## src/shared/agd_pkg.sv

```systemverilog
// constants shared by the converter-group post-processing block
package agd_pkg;
	// --------------------------------------------------------------
	// register indices (byte address is four times the index)
	// --------------------------------------------------------------
	localparam logic [5:0] IDX_CTRL_GLOBAL = 6'h03;
	localparam logic [5:0] IDX_CTRL_PATTERN = 6'h04;
	localparam logic [5:0] IDX_GAIN_OFFSET = 6'h2C;
	localparam logic [5:0] IDX_PATTERN_HPF = 6'h2D;
	localparam logic [5:0] IDX_STATUS = 6'h3F;
	localparam int ADDR_W = 8;
	// --------------------------------------------------------------
	// field positions
	// --------------------------------------------------------------
	localparam int GAIN_EN_BIT = 12;
	localparam int OFFSET_EN_BIT = 8;
	localparam int PAT_SEL_BIT = 8;
	localparam int GAIN_MSB = 15;
	localparam int GAIN_LSB = 11;
	localparam int OFFSET_MSB = 9;
	localparam int RAND_MSB = 15;
	localparam int RAND_LSB = 12;
	localparam int CODE9_MSB = 11;
	localparam int CODE9_LSB = 9;
	localparam int CODE10_MSB = 8;
	localparam int CODE10_LSB = 6;
	localparam int ROUND_BIT = 5;
	localparam int CORNER_MSB = 4;
	localparam int CORNER_LSB = 1;
	localparam int HPF_EN_BIT = 0;
	// --------------------------------------------------------------
	// reset values, widths and bus answers
	// --------------------------------------------------------------
	localparam logic [15:0] REG_RESET = 16'h0000;
	localparam int SAMPLE_W = 14;
	localparam int HPF_FRAC = 4;
	localparam int GAIN_FRAC = 14;
	localparam int FIFO_DEPTH = 16;
	localparam logic [1:0] RESP_OKAY = 2'h0;
	localparam logic [1:0] RESP_SLVERR = 2'h2;
	// gain of N x 0.2 dB as a factor with 14 fraction bits
	localparam logic [15:0] GAIN_TABLE [32] = '{
		16'h4000, 16'h417C, 16'h4302, 16'h4491, 16'h4629, 16'h47CB, 16'h4977, 16'h4B2D,
		16'h4CED, 16'h4EB8, 16'h508D, 16'h526D, 16'h5459, 16'h564F, 16'h5852, 16'h5A61,
		16'h5C7B, 16'h5EA3, 16'h60D7, 16'h6319, 16'h6568, 16'h67C4, 16'h6A2F, 16'h6CA8,
		16'h6F30, 16'h71C7, 16'h746E, 16'h7724, 16'h79EA, 16'h7CC1, 16'h7FA9, 16'h82A2
	};
endpackage

```

## src/design/agd_fifo.sv

```systemverilog
// small synchronous fifo with a registered read port
`timescale 1ns/1ns
module agd_fifo #(
	parameter int WIDTH = 14,
	parameter int DEPTH = 16
) (
	// clock and reset
	input wire logic clk_i,
	input wire logic rst_n_i,
	// fill side
	input wire logic in_valid_i,
	output logic in_ready_o,
	input wire logic [WIDTH-1:0] in_data_i,
	// drain side
	output logic out_valid_o,
	input wire logic out_ready_i,
	output logic [WIDTH-1:0] out_data_o,
	// fill level, output register not counted
	output logic [$clog2(DEPTH):0] count_o
);
	localparam int AW = $clog2(DEPTH);

	logic [WIDTH-1:0] mem_reg [DEPTH];
	logic [AW-1:0] wr_reg, wr_next, rd_reg, rd_next;
	logic [AW:0] cnt_reg, cnt_next;
	logic ov_reg, ov_next;
	logic [WIDTH-1:0] od_reg, od_next;
	logic push, pop;

	// --------------------------------------------------------------
	// pointers and output register
	// --------------------------------------------------------------
	// honest full: ready drops once every slot holds a word
	assign in_ready_o = (cnt_reg != (AW+1)'(DEPTH));
	assign push = in_valid_i && in_ready_o;
	assign pop = (cnt_reg != '0) && (!ov_reg || out_ready_i);
	assign out_valid_o = ov_reg;
	assign out_data_o = od_reg;
	assign count_o = cnt_reg;

	always_comb begin
		wr_next = push ? wr_reg + 1'b1 : wr_reg;
		rd_next = pop ? rd_reg + 1'b1 : rd_reg;
		cnt_next = cnt_reg + (AW+1)'(push) - (AW+1)'(pop);
		ov_next = pop ? 1'b1 : (out_ready_i ? 1'b0 : ov_reg);
		od_next = pop ? mem_reg[rd_reg] : od_reg;
	end

	always_ff @(posedge clk_i) begin
		if (!rst_n_i) begin
			wr_reg <= '0;
			rd_reg <= '0;
			cnt_reg <= '0;
			ov_reg <= 1'b0;
			od_reg <= '0;
		end else begin
			wr_reg <= wr_next;
			rd_reg <= rd_next;
			cnt_reg <= cnt_next;
			ov_reg <= ov_next;
			od_reg <= od_next;
		end
	end

	// storage needs no reset; a word is only read after it was written
	always_ff @(posedge clk_i) begin
		if (push) begin
			mem_reg[wr_reg] <= in_data_i;
		end
	end
endmodule

```

## src/design/agd_post_proc.sv

```systemverilog
// post-processing path and register bank for converters 9 to 12
//
// Notes on behaviour
// - Five-bit gain code N gives gain of N times 0.2 dB on sample.
// - Gain code acts only while the global gain enable bit is one.
// - While global offset enable is one, subtract offset field from sample.
// - Offset is signed ten-bit, one step equals one 14-bit sample step.
// - With per-output select on, bits 15..12 enable random patterns outputs 9..12.
// - With per-output select on, codes 11..9 and 8..6 drive outputs 9, 10.
// - Rounding bit zero: filter output truncated to the sample width.
// - Rounding bit one: filter output rounded to the sample width.
// - Corner field k sets filter response; software writes only 2 to 10.
// - Filter enable zero bypasses the high-pass filter, one applies it.
`timescale 1ns/1ns
module agd_post_proc
	import agd_pkg::*;
#(
	parameter int DEPTH = FIFO_DEPTH
) (
	// clock and reset
	input wire logic clk_i,
	input wire logic rst_n_i,
	// axi4-lite write address and data
	input wire logic [ADDR_W-1:0] s_axi_awaddr_i,
	input wire logic s_axi_awvalid_i,
	output logic s_axi_awready_o,
	input wire logic [31:0] s_axi_wdata_i,
	input wire logic [3:0] s_axi_wstrb_i,
	input wire logic s_axi_wvalid_i,
	output logic s_axi_wready_o,
	// axi4-lite write response
	output logic [1:0] s_axi_bresp_o,
	output logic s_axi_bvalid_o,
	input wire logic s_axi_bready_i,
	// axi4-lite read
	input wire logic [ADDR_W-1:0] s_axi_araddr_i,
	input wire logic s_axi_arvalid_i,
	output logic s_axi_arready_o,
	output logic [31:0] s_axi_rdata_o,
	output logic [1:0] s_axi_rresp_o,
	output logic s_axi_rvalid_o,
	input wire logic s_axi_rready_i,
	// even samples of converter 12 in
	input wire logic [SAMPLE_W-1:0] sample_i,
	input wire logic sample_valid_i,
	output logic sample_ready_o,
	// corrected and filtered samples out
	output logic [SAMPLE_W-1:0] result_o,
	output logic result_valid_o,
	input wire logic result_ready_i,
	// pattern selection toward the serial outputs
	output logic [3:0] random_pattern_enable_o,
	output logic [2:0] test_pattern_code_out9_o,
	output logic [2:0] test_pattern_code_out10_o
);
	// --------------------------------------------------------------
	// helpers
	// --------------------------------------------------------------
	// register selection from a byte address; 0 means unmapped
	function automatic logic [2:0] reg_sel(input logic [ADDR_W-1:0] a);
		logic [5:0] idx;
		idx = a[ADDR_W-1:2];
		unique case (idx)
			IDX_CTRL_GLOBAL: reg_sel = 3'h1;
			IDX_CTRL_PATTERN: reg_sel = 3'h2;
			IDX_GAIN_OFFSET: reg_sel = 3'h3;
			IDX_PATTERN_HPF: reg_sel = 3'h4;
			IDX_STATUS: reg_sel = 3'h5;
			default: reg_sel = 3'h0;
		endcase
	endfunction

	// clamp a wide signed value into the sample range
	function automatic logic [SAMPLE_W-1:0] sat14(input logic signed [31:0] v);
		if (v > 32'sd8191) begin
			sat14 = 14'h1FFF;
		end else if (v < -32'sd8192) begin
			sat14 = 14'h2000;
		end else begin
			sat14 = v[SAMPLE_W-1:0];
		end
	endfunction

	// --------------------------------------------------------------
	// register bus
	// --------------------------------------------------------------
	logic aw_hold_reg, aw_hold_next, w_hold_reg, w_hold_next;
	logic [ADDR_W-1:0] awaddr_reg, awaddr_next;
	logic [31:0] wdata_reg, wdata_next;
	logic [3:0] wstrb_reg, wstrb_next;
	logic bvalid_reg, bvalid_next, rvalid_reg, rvalid_next;
	logic [1:0] bresp_reg, bresp_next, rresp_reg, rresp_next;
	logic [31:0] rdata_reg, rdata_next;
	logic gain_en_reg, gain_en_next, offset_en_reg, offset_en_next;
	logic pat_sel_reg, pat_sel_next;
	logic [15:0] gain_off_reg, gain_off_next, pat_hpf_reg, pat_hpf_next;
	logic [15:0] wmask;
	logic do_write;
	logic [$clog2(DEPTH):0] fifo_count;
	logic fifo_in_ready;

	assign s_axi_awready_o = !aw_hold_reg && !bvalid_reg;
	assign s_axi_wready_o = !w_hold_reg && !bvalid_reg;
	assign s_axi_arready_o = !rvalid_reg;
	assign s_axi_bvalid_o = bvalid_reg;
	assign s_axi_bresp_o = bresp_reg;
	assign s_axi_rvalid_o = rvalid_reg;
	assign s_axi_rresp_o = rresp_reg;
	assign s_axi_rdata_o = rdata_reg;
	// the write lands one cycle after both halves are held
	assign do_write = aw_hold_reg && w_hold_reg && !bvalid_reg;
	assign wmask = {{8{wstrb_reg[1]}}, {8{wstrb_reg[0]}}};

	// next values of the bus handshake and of every register
	always_comb begin
		aw_hold_next = aw_hold_reg;
		w_hold_next = w_hold_reg;
		awaddr_next = awaddr_reg;
		wdata_next = wdata_reg;
		wstrb_next = wstrb_reg;
		bvalid_next = bvalid_reg && !s_axi_bready_i;
		bresp_next = bresp_reg;
		rvalid_next = rvalid_reg && !s_axi_rready_i;
		rresp_next = rresp_reg;
		rdata_next = rdata_reg;
		gain_en_next = gain_en_reg;
		offset_en_next = offset_en_reg;
		pat_sel_next = pat_sel_reg;
		gain_off_next = gain_off_reg;
		pat_hpf_next = pat_hpf_reg;
		if (s_axi_awvalid_i && s_axi_awready_o) begin
			aw_hold_next = 1'b1;
			awaddr_next = s_axi_awaddr_i;
		end
		if (s_axi_wvalid_i && s_axi_wready_o) begin
			w_hold_next = 1'b1;
			wdata_next = s_axi_wdata_i;
			wstrb_next = s_axi_wstrb_i;
		end
		if (do_write) begin
			aw_hold_next = 1'b0;
			w_hold_next = 1'b0;
			bvalid_next = 1'b1;
			bresp_next = RESP_OKAY;
			unique case (reg_sel(awaddr_reg))
				3'h1: begin
					if (wstrb_reg[1]) begin
						gain_en_next = wdata_reg[GAIN_EN_BIT];
						offset_en_next = wdata_reg[OFFSET_EN_BIT];
					end
				end
				3'h2: begin
					if (wstrb_reg[1]) begin
						pat_sel_next = wdata_reg[PAT_SEL_BIT];
					end
				end
				// bit 10 is stored as written and read back, but no sample or pattern logic uses it
				3'h3: gain_off_next = (gain_off_reg & ~wmask) | (wdata_reg[15:0] & wmask);
				3'h4: pat_hpf_next = (pat_hpf_reg & ~wmask) | (wdata_reg[15:0] & wmask);
				3'h5: bresp_next = RESP_OKAY; // status is read only, write ignored
				default: bresp_next = RESP_SLVERR;
			endcase
		end
		if (s_axi_arvalid_i && s_axi_arready_o) begin
			rvalid_next = 1'b1;
			rresp_next = RESP_OKAY;
			rdata_next = 32'h0000_0000;
			unique case (reg_sel(s_axi_araddr_i))
				3'h1: begin
					rdata_next[GAIN_EN_BIT] = gain_en_reg;
					rdata_next[OFFSET_EN_BIT] = offset_en_reg;
				end
				3'h2: rdata_next[PAT_SEL_BIT] = pat_sel_reg;
				3'h3: rdata_next[15:0] = gain_off_reg;
				3'h4: rdata_next[15:0] = pat_hpf_reg;
				3'h5: rdata_next = {24'h00_0000, 3'h0, fifo_count};
				default: rresp_next = RESP_SLVERR;
			endcase
		end
	end

	// every field comes up zero so nothing is active after reset
	always_ff @(posedge clk_i) begin
		if (!rst_n_i) begin
			aw_hold_reg <= 1'b0;
			w_hold_reg <= 1'b0;
			awaddr_reg <= '0;
			wdata_reg <= 32'h0000_0000;
			wstrb_reg <= 4'h0;
			bvalid_reg <= 1'b0;
			bresp_reg <= RESP_OKAY;
			rvalid_reg <= 1'b0;
			rresp_reg <= RESP_OKAY;
			rdata_reg <= 32'h0000_0000;
			gain_en_reg <= 1'b0;
			offset_en_reg <= 1'b0;
			pat_sel_reg <= 1'b0;
			gain_off_reg <= REG_RESET;
			pat_hpf_reg <= REG_RESET;
		end else begin
			aw_hold_reg <= aw_hold_next;
			w_hold_reg <= w_hold_next;
			awaddr_reg <= awaddr_next;
			wdata_reg <= wdata_next;
			wstrb_reg <= wstrb_next;
			bvalid_reg <= bvalid_next;
			bresp_reg <= bresp_next;
			rvalid_reg <= rvalid_next;
			rresp_reg <= rresp_next;
			rdata_reg <= rdata_next;
			gain_en_reg <= gain_en_next;
			offset_en_reg <= offset_en_next;
			pat_sel_reg <= pat_sel_next;
			gain_off_reg <= gain_off_next;
			pat_hpf_reg <= pat_hpf_next;
		end
	end

	// --------------------------------------------------------------
	// sample path: offset, gain, high-pass filter
	// --------------------------------------------------------------
	logic v1_reg, v1_next, v2_reg, v2_next, v3_reg, v3_next;
	logic [SAMPLE_W-1:0] d1_reg, d1_next, d2_reg, d2_next, d3_reg, d3_next;
	logic signed [21:0] y_reg, y_next, xp_reg, xp_next;
	logic signed [21:0] xs, y_calc;
	logic signed [22:0] y_round;
	logic [SAMPLE_W-1:0] trunc_val, round_val;
	logic [3:0] corner_k;
	logic hpf_en, adv;

	// whole pipeline stalls together while stage 3 holds a word the fifo cannot take
	assign adv = !v3_reg || fifo_in_ready;
	assign sample_ready_o = adv;
	assign hpf_en = pat_hpf_reg[HPF_EN_BIT];
	assign corner_k = pat_hpf_reg[CORNER_MSB:CORNER_LSB];
	assign xs = 22'(signed'(d2_reg)) <<< HPF_FRAC;
	// y = x - x_prev + y_prev - y_prev/2^k
	assign y_calc = xs - xp_reg + y_reg - (y_reg >>> corner_k);
	assign y_round = 23'(y_calc) + 23'sd8;
	assign trunc_val = sat14(32'(y_calc >>> HPF_FRAC));
	assign round_val = sat14(32'(y_round >>> HPF_FRAC));

	always_comb begin
		v1_next = v1_reg;
		v2_next = v2_reg;
		v3_next = v3_reg;
		d1_next = d1_reg;
		d2_next = d2_reg;
		d3_next = d3_reg;
		y_next = y_reg;
		xp_next = xp_reg;
		if (adv) begin
			v1_next = sample_valid_i;
			v2_next = v1_reg;
			v3_next = v2_reg;
			if (sample_valid_i) begin
				// offset is two's complement in 14-bit steps
				d1_next = offset_en_reg ? sat14(32'(signed'(sample_i))
					- 32'(signed'(gain_off_reg[OFFSET_MSB:0]))) : sample_i;
			end
			if (v1_reg) begin
				d2_next = gain_en_reg ? sat14(32'((33'(signed'(d1_reg))
					* signed'(33'(GAIN_TABLE[gain_off_reg[GAIN_MSB:GAIN_LSB]]))) >>> GAIN_FRAC))
					: d1_reg;
			end
			if (v2_reg) begin
				if (hpf_en) begin
					y_next = y_calc;
					xp_next = xs;
					d3_next = pat_hpf_reg[ROUND_BIT] ? round_val : trunc_val;
				end else begin
					// bypass: filter history is cleared so a later enable starts clean
					y_next = '0;
					xp_next = '0;
					d3_next = d2_reg;
				end
			end
		end
	end

	always_ff @(posedge clk_i) begin
		if (!rst_n_i) begin
			v1_reg <= 1'b0;
			v2_reg <= 1'b0;
			v3_reg <= 1'b0;
			d1_reg <= '0;
			d2_reg <= '0;
			d3_reg <= '0;
			y_reg <= '0;
			xp_reg <= '0;
		end else begin
			v1_reg <= v1_next;
			v2_reg <= v2_next;
			v3_reg <= v3_next;
			d1_reg <= d1_next;
			d2_reg <= d2_next;
			d3_reg <= d3_next;
			y_reg <= y_next;
			xp_reg <= xp_next;
		end
	end

	agd_fifo #(
		.WIDTH(SAMPLE_W),
		.DEPTH(DEPTH)
	) u_fifo (
		.clk_i(clk_i),
		.rst_n_i(rst_n_i),
		.in_valid_i(v3_reg),
		.in_ready_o(fifo_in_ready),
		.in_data_i(d3_reg),
		.out_valid_o(result_valid_o),
		.out_ready_i(result_ready_i),
		.out_data_o(result_o),
		.count_o(fifo_count)
	);

	// --------------------------------------------------------------
	// pattern selection
	// --------------------------------------------------------------
	logic [3:0] rand_reg, rand_next;
	logic [2:0] code9_reg, code9_next, code10_reg, code10_next;

	// per-output fields matter only while the select bit is set
	always_comb begin
		rand_next = pat_sel_reg ? pat_hpf_reg[RAND_LSB +: 4] : 4'h0;
		code9_next = pat_sel_reg ? pat_hpf_reg[CODE9_MSB:CODE9_LSB] : 3'h0;
		code10_next = pat_sel_reg ? pat_hpf_reg[CODE10_MSB:CODE10_LSB] : 3'h0;
	end

	always_ff @(posedge clk_i) begin
		if (!rst_n_i) begin
			rand_reg <= 4'h0;
			code9_reg <= 3'h0;
			code10_reg <= 3'h0;
		end else begin
			rand_reg <= rand_next;
			code9_reg <= code9_next;
			code10_reg <= code10_next;
		end
	end

	// bit 15 drives output 9, bit 12 output 12
	assign random_pattern_enable_o = {rand_reg[0], rand_reg[1], rand_reg[2], rand_reg[3]};
	assign test_pattern_code_out9_o = code9_reg;
	assign test_pattern_code_out10_o = code10_reg;
endmodule

```

## config.mk

```make
export PLATFORM = sky130hd
export DESIGN_NAME = agd_post_proc
export DESIGN_NICKNAME = d
export VERILOG_FILES = /design/src/shared/agd_pkg.sv /design/src/design/agd_fifo.sv /design/src/design/agd_post_proc.sv
export SDC_FILE = /design/constraint.sdc
export NUM_CORES = 1
export LEC_CHECK = 0
export BUFFER_PORTS_ARGS = -buffer_cell sky130_fd_sc_hd__buf_2
export CAP_MARGIN = 0
export CORE_UTILIZATION = 45
export DETAILED_ROUTE_END_ITERATION = 7
export SYNTH_ARGS = -nofsm -noshare
export SYNTH_HDL_FRONTEND = slang
export SYNTH_SLANG_ARGS = --single-unit
```

## constraint.sdc

```tcl
create_clock -name clk_i -period 11.2 [get_ports clk_i]
set_input_delay 0.56 -clock clk_i [delete_from_list [all_inputs] [get_ports clk_i]]
set_output_delay 0.56 -clock clk_i [all_outputs]
set_load 0.005 [all_outputs]
```

==> Word-level counts from Yosys, hierarchy flattened <==
Memory sizes are Yosys's and may differ from the RTL's. A register that Yosys moved wholly into a read port is not among the register bits.
Cells that the tools add are included.
{ "classes": {"shift": 1, "n_mux": 33, "reduce_logical": 35, "order_cmp": 9, "n_eq_ne": 21, "n_mul": 1, "n_bitwise": 8, "n_addsub": 9} }
{ "ops": {"columns": ["op", "count"], "rows": [
  ["14-bit two-way mux", 12],
  ["16-bit AND", 3],
  ["22-bit two-way mux", 2],
  ["6-bit equality test (second input constant)", 6],
  ["16-bit two-way mux", 2],
  ["16-bit bitwise OR", 2],
  ["14-bit by 17-bit multiplier with 31-bit output", 1],
  ["3-bit one-hot mux with 5 select lines", 2],
  ["8-bit one-hot mux with 3 select lines", 1],
  ["22-bit by 5-bit adder with 23-bit output (second input constant)", 1],
  ["22-bit adder", 1],
  ["22-bit by 4-bit >>> shifter with 22-bit output", 1],
  ["18-bit by 22-bit subtractor with 22-bit output", 1],
  ["22-bit subtractor", 1],
  ["19-bit by 14-bit greater-than comparator with 1-bit output (second input constant)", 1],
  ["19-bit by 14-bit < comparator with 1-bit output (second input constant)", 1],
  ["18-bit by 14-bit greater-than comparator with 1-bit output (second input constant)", 1],
  ["18-bit by 14-bit < comparator with 1-bit output (second input constant)", 1],
  ["17-bit by 14-bit greater-than comparator with 1-bit output (second input constant)", 1],
  ["17-bit by 14-bit < comparator with 1-bit output (second input constant)", 1],
  ["16-bit NOT", 1],
  ["15-bit by 14-bit greater-than comparator with 1-bit output (second input constant)", 1],
  ["15-bit by 14-bit < comparator with 1-bit output (second input constant)", 1],
  ["14-bit by 10-bit subtractor with 15-bit output", 1],
  ["other kinds (27)", 71]
]} }
{ "word_totals": {"ram_bits": 224, "ff_bits": 198, "memories": 2, "output_inout_bits": 67, "romBits": 512, "in_bits": 75} }
{ "mem_list": {"columns": ["memory", "depth", "word_bits", "read_ports", "rd_ports_with_merged_regs", "write_ports", "line", "rtl"], "rows": [
  ["(name not given)", 32, 16, 1, 0, 0, "agd_post_proc.sv:263", "* signed'(33'(GAIN_TABLE[gain_off_reg[GAIN_MSB:GAIN_LSB]]))) >>> GAIN_FRAC))"],
  ["u_fifo.mem_reg", 16, 14, 1, 1, 1, "agd_fifo.sv:23", "logic [WIDTH-1:0] mem_reg [DEPTH];"]
]} }

==> Longest topological paths before layout <==
Gate-level depths: netlist of the first run.
{ "logic_depth": {"word_depth": 9, "ltp_mapped": 36, "ltp_nobuf": 33} }

==> Cells and area by module <==
Synthesis of the first run repeated with hierarchy kept, for this count alone.
{ "unflattened": {"hier_cells": 2854, "hier_area_um2": 29318.1} }
{ "modules_own_cells": {"columns": ["module", "instances", "seq_area_each_um2", "area_each_um2", "cells_each"], "rows": [
  ["agd_post_proc", 1, 3443.3, 19486.2, 2371],
  ["agd_fifo", 1, 7287.0, 9831.9, 483]
]} }

==> Worst setup path before layout of the first run <==
No wires, ideal clock.
{ "synth_path": {"path_kind": "register to register", "from": "register with a tool-made name", "to": "register d2_reg[3]", "setup_slack_ps": 2936, "setup_time_ps": 69, "required_time_ps": 11131, "period_less_slack_ps": 8264, "stages_incl_launch_ff": 37, "t_arrival_ps": 8195, "cell_sequence": "dfxtp_1 clkbuf_1 inv_1 ha_1 nand2_1 o21ai_0 nor2_1 a21oi_1 nor2_1 a21oi_1 clkbuf_1 and2_1 fa_1 inv_1 fa_1 inv_1 fa_1 inv_1 fa_1 inv_1 fa_1 inv_1 fa_1 inv_1 ha_1 a211oi_1 o21ai_0 or4_1 a311oi_1 nor3_1 nor4_1 o21ai_0 xnor2_1 o31ai_1 clkbuf_1 a21oi_1 o21ai_1"} }
{ "synth_lines": {"columns": ["item", "line", "rtl"], "rows": [
  ["end signal, assigned", "agd_post_proc.sv:296", "d2_reg <= d2_next;"],
  ["end, declared", "agd_post_proc.sv:223", "logic [SAMPLE_W-1:0] d1_reg, d1_next, d2_reg, d2_next, d3_reg, d3_next;"]
]} }

==> flow_summary.json, run 1 <==
{
  "place_area_mm2": 0.03092,
  "grtUsageTotal_pct": 23.65,
  "fp.coreArea_mm2": 0.06470,
  "n_fill_cell": 5983,
  "routedWlPerCell_um": 20.55,
  "cpMaxStageDelayCell": "o21ai_0",
  "fin_setup_tns_ps": 0,
  "layout_common_cells": "304 x nand2_1, 293 x inv_1, 224 x edfxtp_1, 203 x fa_1, 198 x dfxtp_1",
  "die_h_um": 258.4,
  "dp_hpwl_um": 55770,
  "seq_area_mm2": 0.01074,
  "start_kind": "register",
  "async_flop_share_pct": 0,
  "worst_pin_slew_ps": 1220,
  "cts_sinks": 424,
  "critical_path_class": "reg2reg",
  "leakagePower_nw": 13.24,
  "cp-end-kind": "register",
  "totalWireLength_um": 77810,
  "cpPeakStageDelay_ps": 860,
  "vias": 21310,
  "power_density_mw_per_mm2": 126.7,
  "avgSynthCellArea_um2": 10.34,
  "rsz0062_at_grt": "false",
  "worst_slack_ps": 1582,
  "path_clk_slew_ps": 60,
  "p_total_mw": 4.095,
  "final_util_pct": 49.94,
  "synth_ff_type": "edfxtp_1",
  "seqPwrFrac_pct": 44.1,
  "relSlewSlack_pct": 18.38,
  "cp_max_fo": 13,
  "ir_drop_mv": 0.1050,
  "gp_congestion": 0.8929,
  "crit_path_frequent_cell": "inv_1",
  "first_global_vias": 21640,
  "hold_class": "in2reg",
  "ys_seq_area_share_pct": 36.27,
  "cts.repair.resized": 0,
  "die_width_um": 258.4,
  "cts_root_buf": "clkbuf_16",
  "final_common_cell": "nand2_1",
  "n_antenna_cell": 0,
  "drt_iter0_drc": 1358,
  "antenna_found_initial": 0,
  "hold-path-cell-count": 3,
  "skew_ps": 32.27,
  "grt_remaining_overflow": 0,
  "switching_share_pct": 29.74,
  "grt_pass1_wl_um": 123600,
  "slew_viol_final": 0,
  "fmax_mhz": 104.0,
  "yosysWarnings": 0,
  "post_cts_buffers": 0,
  "firstDrtPassIters": 6,
  "dieArea_mm2": 0.06678,
  "grt_max_degree": 110,
  "p_int_mw": 2.877,
  "portBuffers": 101,
  "syn-cell-area_mm2": 0.02959,
  "p_clk_share_pct": 34.5,
  "multiInputGateArea_mm2": 0.01714,
  "drive_gt1_share_pct": 11.09,
  "synth_edf_count": 224,
  "ant_nets": 0,
  "r2r_cells": 30,
  "largest_reg_flops": 224,
  "critPathRequiredTime_ps": 11690,
  "htreeDepth": 2,
  "tritoncts": "built",
  "via_per_inst": 5.629,
  "drv_cap": 0,
  "initial_core_util_pct": 45.73,
  "crit_arrival_ps": 10110,
  "comb_power_share_pct": 21.4,
  "boundaryPins": 142,
  "clock_latency_ps": 590,
  "post-route-min-period_ps": 9618,
  "cts_buffer_depth": 3,
  "hold_viol_final": 0,
  "rows": 93,
  "hold_buffers": 0,
  "pre_cts_ws_ps": 1601,
  "outcome": "finished, final reports clean",
  "synth_cell_type_count": 81,
  "area_growth_pct": 9.207,
  "setup_viol": 0,
  "post-route-drc-count": 0,
  "final_area_mm2": 0.03231,
  "syn_inst": 2861,
  "switchingPower_mw": 1.218,
  "min_period_over_period_pct": 85.87,
  "numCtsBuffers": 44,
  "ys_ff_latch": 424,
  "finalNetCount": 3347
}
per-layer routing:
layer	routed length, µm	global-route usage (%)	up-vias	part of all wire [%]
met5	0	0	-	0
met4	1326	4.980	0	1.7
met3	3976	2.690	93	5.1
met2	37760	39.48	609	49
met1	34740	33.18	10690	45
li1	-	-	9925	-
Yosys cell counts, drive strengths merged, types with 40 or more instances:
cell type | instances | area, µm²
nand2 | 305 | 1145
inv | 293 | 1100
edfxtp | 224 | 6726
fa | 203 | 4064
dfxtp | 200 | 4004
ha | 171 | 2140
o21ai | 150 | 750.7
and2 | 135 | 844.6
clkbuf | 126 | 473.0
nor2 | 121 | 454.2
a21oi | 96 | 480.5
nor2b | 92 | 575.6
mux4 | 80 | 1802
mux2i | 76 | 760.7
a21boi | 55 | 412.9
nand3 | 52 | 260.3
buf | 48 | 261.5
xnor2 | 40 | 350.3
cells by family after synthesis:
family	share of synthesized area (%)
other	0.01267
AND/OR/NAND/NOR	14.40
buffers and inverters	6.251
AO/OA/AOI/OAI	11.30
multiplexers	8.966
XOR/XNOR	1.806
adder cells (fa/ha/maj)	21.00
flip-flops	36.27
area by class of cell:
type	instances	share of cell area [%]
Sequential cell	424	33.23
Clock buffer	64	3.702
Clock inverter	15	0.5925
Multi-Input combinational cell	1983	53.05
Timing Repair Buffer	148	2.664
Inverter	297	3.450
Tap cell	855	3.311
metrics by stage:
step,hold WS [ps],instances
floorplan,441.0,2878
global placement,450.2,3707
detailed placement,456.8,3707
CTS,210.3,3786
global route,224.5,3786
finish,232.6,3786
final timing paths:
path	startpoint	endpoint	slack [ps]
worst max-delay path	register	d2_reg[11]$_SDFFE_PN0P_	1580
worst min-delay path	s_axi_wdata_i[7]	wdata_reg[7]$_SDFFE_PN0P_	230
worst max register to register	register	d2_reg[11]$_SDFFE_PN0P_	1580
worst min register to register	xp_reg[7]$_SDFFE_PN0P_	xp_reg[7]$_SDFFE_PN0P_	460
power groups by stage:
| stage | Clock, mW | Combinational (mW) | Sequential [mW] |
|---|---|---|---|
| 2_1_floorplan | 0 | 0.717 | 1.74 |
| 3_3_place_gp | 0 | 0.859 | 1.84 |
| 3_5_place_dp | 0 | 0.873 | 1.84 |
| 4_1_cts | 1.44 | 0.879 | 1.81 |
| 5_1_grt | 1.51 | 0.966 | 1.82 |
| 6_report | 1.41 | 0.876 | 1.81 |
critical path: cells and delay by family, from the launching register on:
family	cells	cell delay, ps
flip-flops	1	690
buffers and inverters	6	750
AO/OA/AOI/OAI	9	2930
XOR/XNOR	1	160
adder cells (fa/ha/maj)	8	3530
AND/OR/NAND/NOR	6	1460
Power figures use the tool's default switching activity.
==> run 2, diff against run 1 <==
--- a/config.mk
+++ b/config.mk
@@ -5,10 +5,12 @@
 export SDC_FILE = /design/constraint.sdc
 export NUM_CORES = 1
 export LEC_CHECK = 0
+export ABC_AREA = 1
 export BUFFER_PORTS_ARGS = -buffer_cell sky130_fd_sc_hd__buf_2
 export CAP_MARGIN = 0
 export CORE_UTILIZATION = 45
 export DETAILED_ROUTE_END_ITERATION = 7
+export RECOVER_POWER = 50
 export SYNTH_ARGS = -nofsm -noshare
 export SYNTH_HDL_FRONTEND = slang
 export SYNTH_SLANG_ARGS = --single-unit
==> run 2 against run 1 <==
  * The flow now finishes with violations (max-capacitance violations, max-slew violations)
  * Maximum frequency increased by 9.3%
  * Sequential power is 2% lower
  * Design area decreased by 0.36%
  * Combinational power is 21% higher
  * Register-to-register slack improved by 820 ps
  * Critical path type unchanged
==> flow_summary.json, run 2 <==
{
  "synth_edf_count": 224,
  "start_kind": "register",
  "worst_pin_slew_ps": 3576,
  "crit_path_frequent_cell": "nand2_1",
  "boundaryPins": 142,
  "grtUsageTotal_pct": 24.79,
  "numCtsBuffers": 46,
  "syn_inst": 3612,
  "dieArea_mm2": 0.06696,
  "setup_viol": 0,
  "avgSynthCellArea_um2": 8.214,
  "drive_gt1_share_pct": 5.889,
  "via_per_inst": 5.307,
  "worst_slack_ps": 2402,
  "post-route-min-period_ps": 8798,
  "grt_max_degree": 94,
  "rows": 93,
  "min_period_over_period_pct": 78.55,
  "totalWireLength_um": 82330,
  "final_util_pct": 49.67,
  "ys_seq_area_share_pct": 36.17,
  "antenna_found_initial": 0,
  "synth_cell_type_count": 57,
  "post-route-drc-count": 0,
  "cpMaxStageDelayCell": "dfxtp_1",
  "ir_drop_mv": 0.1163,
  "synth.top_cell.area_share_pct": 22.67,
  "crit_arrival_ps": 9080,
  "area_growth_pct": 8.511,
  "n_antenna_cell": 0,
  "switching_share_pct": 33.99,
  "critPathRequiredTime_ps": 11480,
  "cts.repair.resized": 0,
  "syn-cell-area_mm2": 0.02967,
  "p_total_mw": 4.308,
  "drt_iter0_drc": 1766,
  "cts_sinks": 424,
  "leakagePower_nw": 13.80,
  "synthTopCellsByCount": "722 x nand2_1, 528 x inv_1, 418 x nor2_1",
  "firstDrtPassIters": 5,
  "power_density_mw_per_mm2": 133.8,
  "dp_hpwl_um": 59520,
  "htreeDepth": 2,
  "rsz0062_at_grt": "false",
  "outcome": "finished, violations left",
  "gp_congestion": 0.8988,
  "finalNetCount": 4098,
  "ys_ff_latch": 424,
  "hold_buffers": 0,
  "cts_buffer_depth": 3,
  "clock_latency_ps": 590,
  "die_h_um": 258.8,
  "post_cts_buffers": 0,
  "async_flop_share_pct": 0,
  "n_fill_cell": 6351,
  "pre_cts_ws_ps": 2659,
  "final_common_cell": "nand2_1",
  "vias": 24100,
  "yosysWarnings": 0,
  "cp-end-kind": "register",
  "grt_pass1_wl_um": 130300,
  "ant_nets": 0,
  "p_int_mw": 2.844,
  "fmax_mhz": 113.7,
  "p_clk_share_pct": 34.2,
  "switchingPower_mw": 1.464,
  "fp.coreArea_mm2": 0.06481,
  "routedWlPerCell_um": 18.13,
  "slew_viol_final": 230,
  "portBuffers": 101,
  "die_width_um": 258.8,
  "path_clk_slew_ps": 60,
  "first_global_vias": 23460,
  "critical_path_class": "reg2reg",
  "comb_power_share_pct": 24.7,
  "drv_cap": 4,
  "yosysTopAreaCell": "edfxtp_1",
  "cp_max_fo": 13,
  "hold_viol_final": 0,
  "violations": "max-capacitance violations, max-slew violations",
  "relSlewSlack_pct": -138.4,
  "layout_common_cells": "721 x nand2_1, 528 x inv_1, 417 x nor2_1, 296 x o21ai_0, 277 x a21oi_1",
  "cts_root_buf": "clkbuf_16",
  "yosysMostFrequentCell": "nand2_1",
  "fin_setup_tns_ps": 0,
  "seqPwrFrac_pct": 41.2,
  "largest_reg_flops": 224,
  "yosys-top-cells-area": "edfxtp_1 23%, fa_1 14%, dfxtp_1 13%, nand2_1 9.1%, ha_1 7.2%",
  "hold_class": "in2reg",
  "grt_remaining_overflow": 0,
  "tritoncts": "built",
  "synth_ff_type": "edfxtp_1",
  "cpPeakStageDelay_ps": 670,
  "initial_core_util_pct": 45.78,
  "skew_ps": 29.41
}
-- run 2: cell type report --
class | instances | area [µm²] | share of cell area [%]
inverter | 538 | 2019 | 6.273
timing repair buffer | 137 | 714.4 | 2.219
sequential | 424 | 10740 | 33.35
clock buffer | 61 | 1257 | 3.906
clock inverter | 23 | 209.0 | 0.6490
tap | 855 | 1070 | 3.323
multi-input combinational | 2502 | 16190 | 50.28
-- run 2: through the flow --
step,hold slack (ps),cell area [µm²],instances
3_3_place_gp,439.4,30790,4456
2_1_floorplan,421.7,29730,3629
3_5_place_dp,441.3,30790,4456
4_1_cts,211.9,32260,4540
5_1_grt,235.1,32190,4540
6_report,237.9,32190,4540
-- run 2: cells by family after synthesis --
logic type / Yosys count / share of synthesized area [%]
compound gates: 748 / 14.30
mux: 6 / 0.2024
xor+xnor: 37 / 1.092
flops: 424 / 36.17
other cells: 1 / 0.01264
fa+ha+maj: 374 / 20.91
simple gates: 1319 / 17.81
buf+inv: 703 / 9.506
-- run 2: worst paths after layout --
kind | start | to | slack (ps) | depth (start not counted)
setup / recovery | register | d2_reg[0]$_SDFFE_PN0P_ | 2400 | 31
hold / removal | s_axi_bready_i | s_axi_bvalid_o$_SDFF_PN0_ | 240 | 4
setup reg to reg | register | d2_reg[0]$_SDFFE_PN0P_ | 2400 | 31
hold reg to reg | register | test_pattern_code_out10_o[0]$_SDFF_PN0_ | 460 | 2
-- run 2: power by group through the flow --
stage | clock [mW] | combinational, mW | sequential [mW]
after floorplan | 0 | 0.764 | 1.78
after global placement | 0 | 1.06 | 1.81
after detailed placement | 0 | 1.06 | 1.81
after CTS | 1.50 | 1.06 | 1.77
after global routing | 1.56 | 1.20 | 1.78
final | 1.47 | 1.06 | 1.77
-- run 2: layer usage --
metal	up-vias	GRT usage [%]	part of all wire, %
met1	11500	34.36	46
met4	0	6.936	2.4
met3	116	3.198	5.7
met2	651	40.65	46
li1	11820	-	-
met5	-	0	0
-- run 2: worst max-delay path: cells and delay by family (launching register included) --
| kind | cells | cell delay [ps] |
|---|---|---|
| adder cells (fa/ha/maj) | 8 | 4030 |
| AO/OA/AOI/OAI | 9 | 1750 |
| buffers and inverters | 5 | 850 |
| AND/OR/NAND/NOR | 9 | 1180 |
| flip-flops | 1 | 670 |
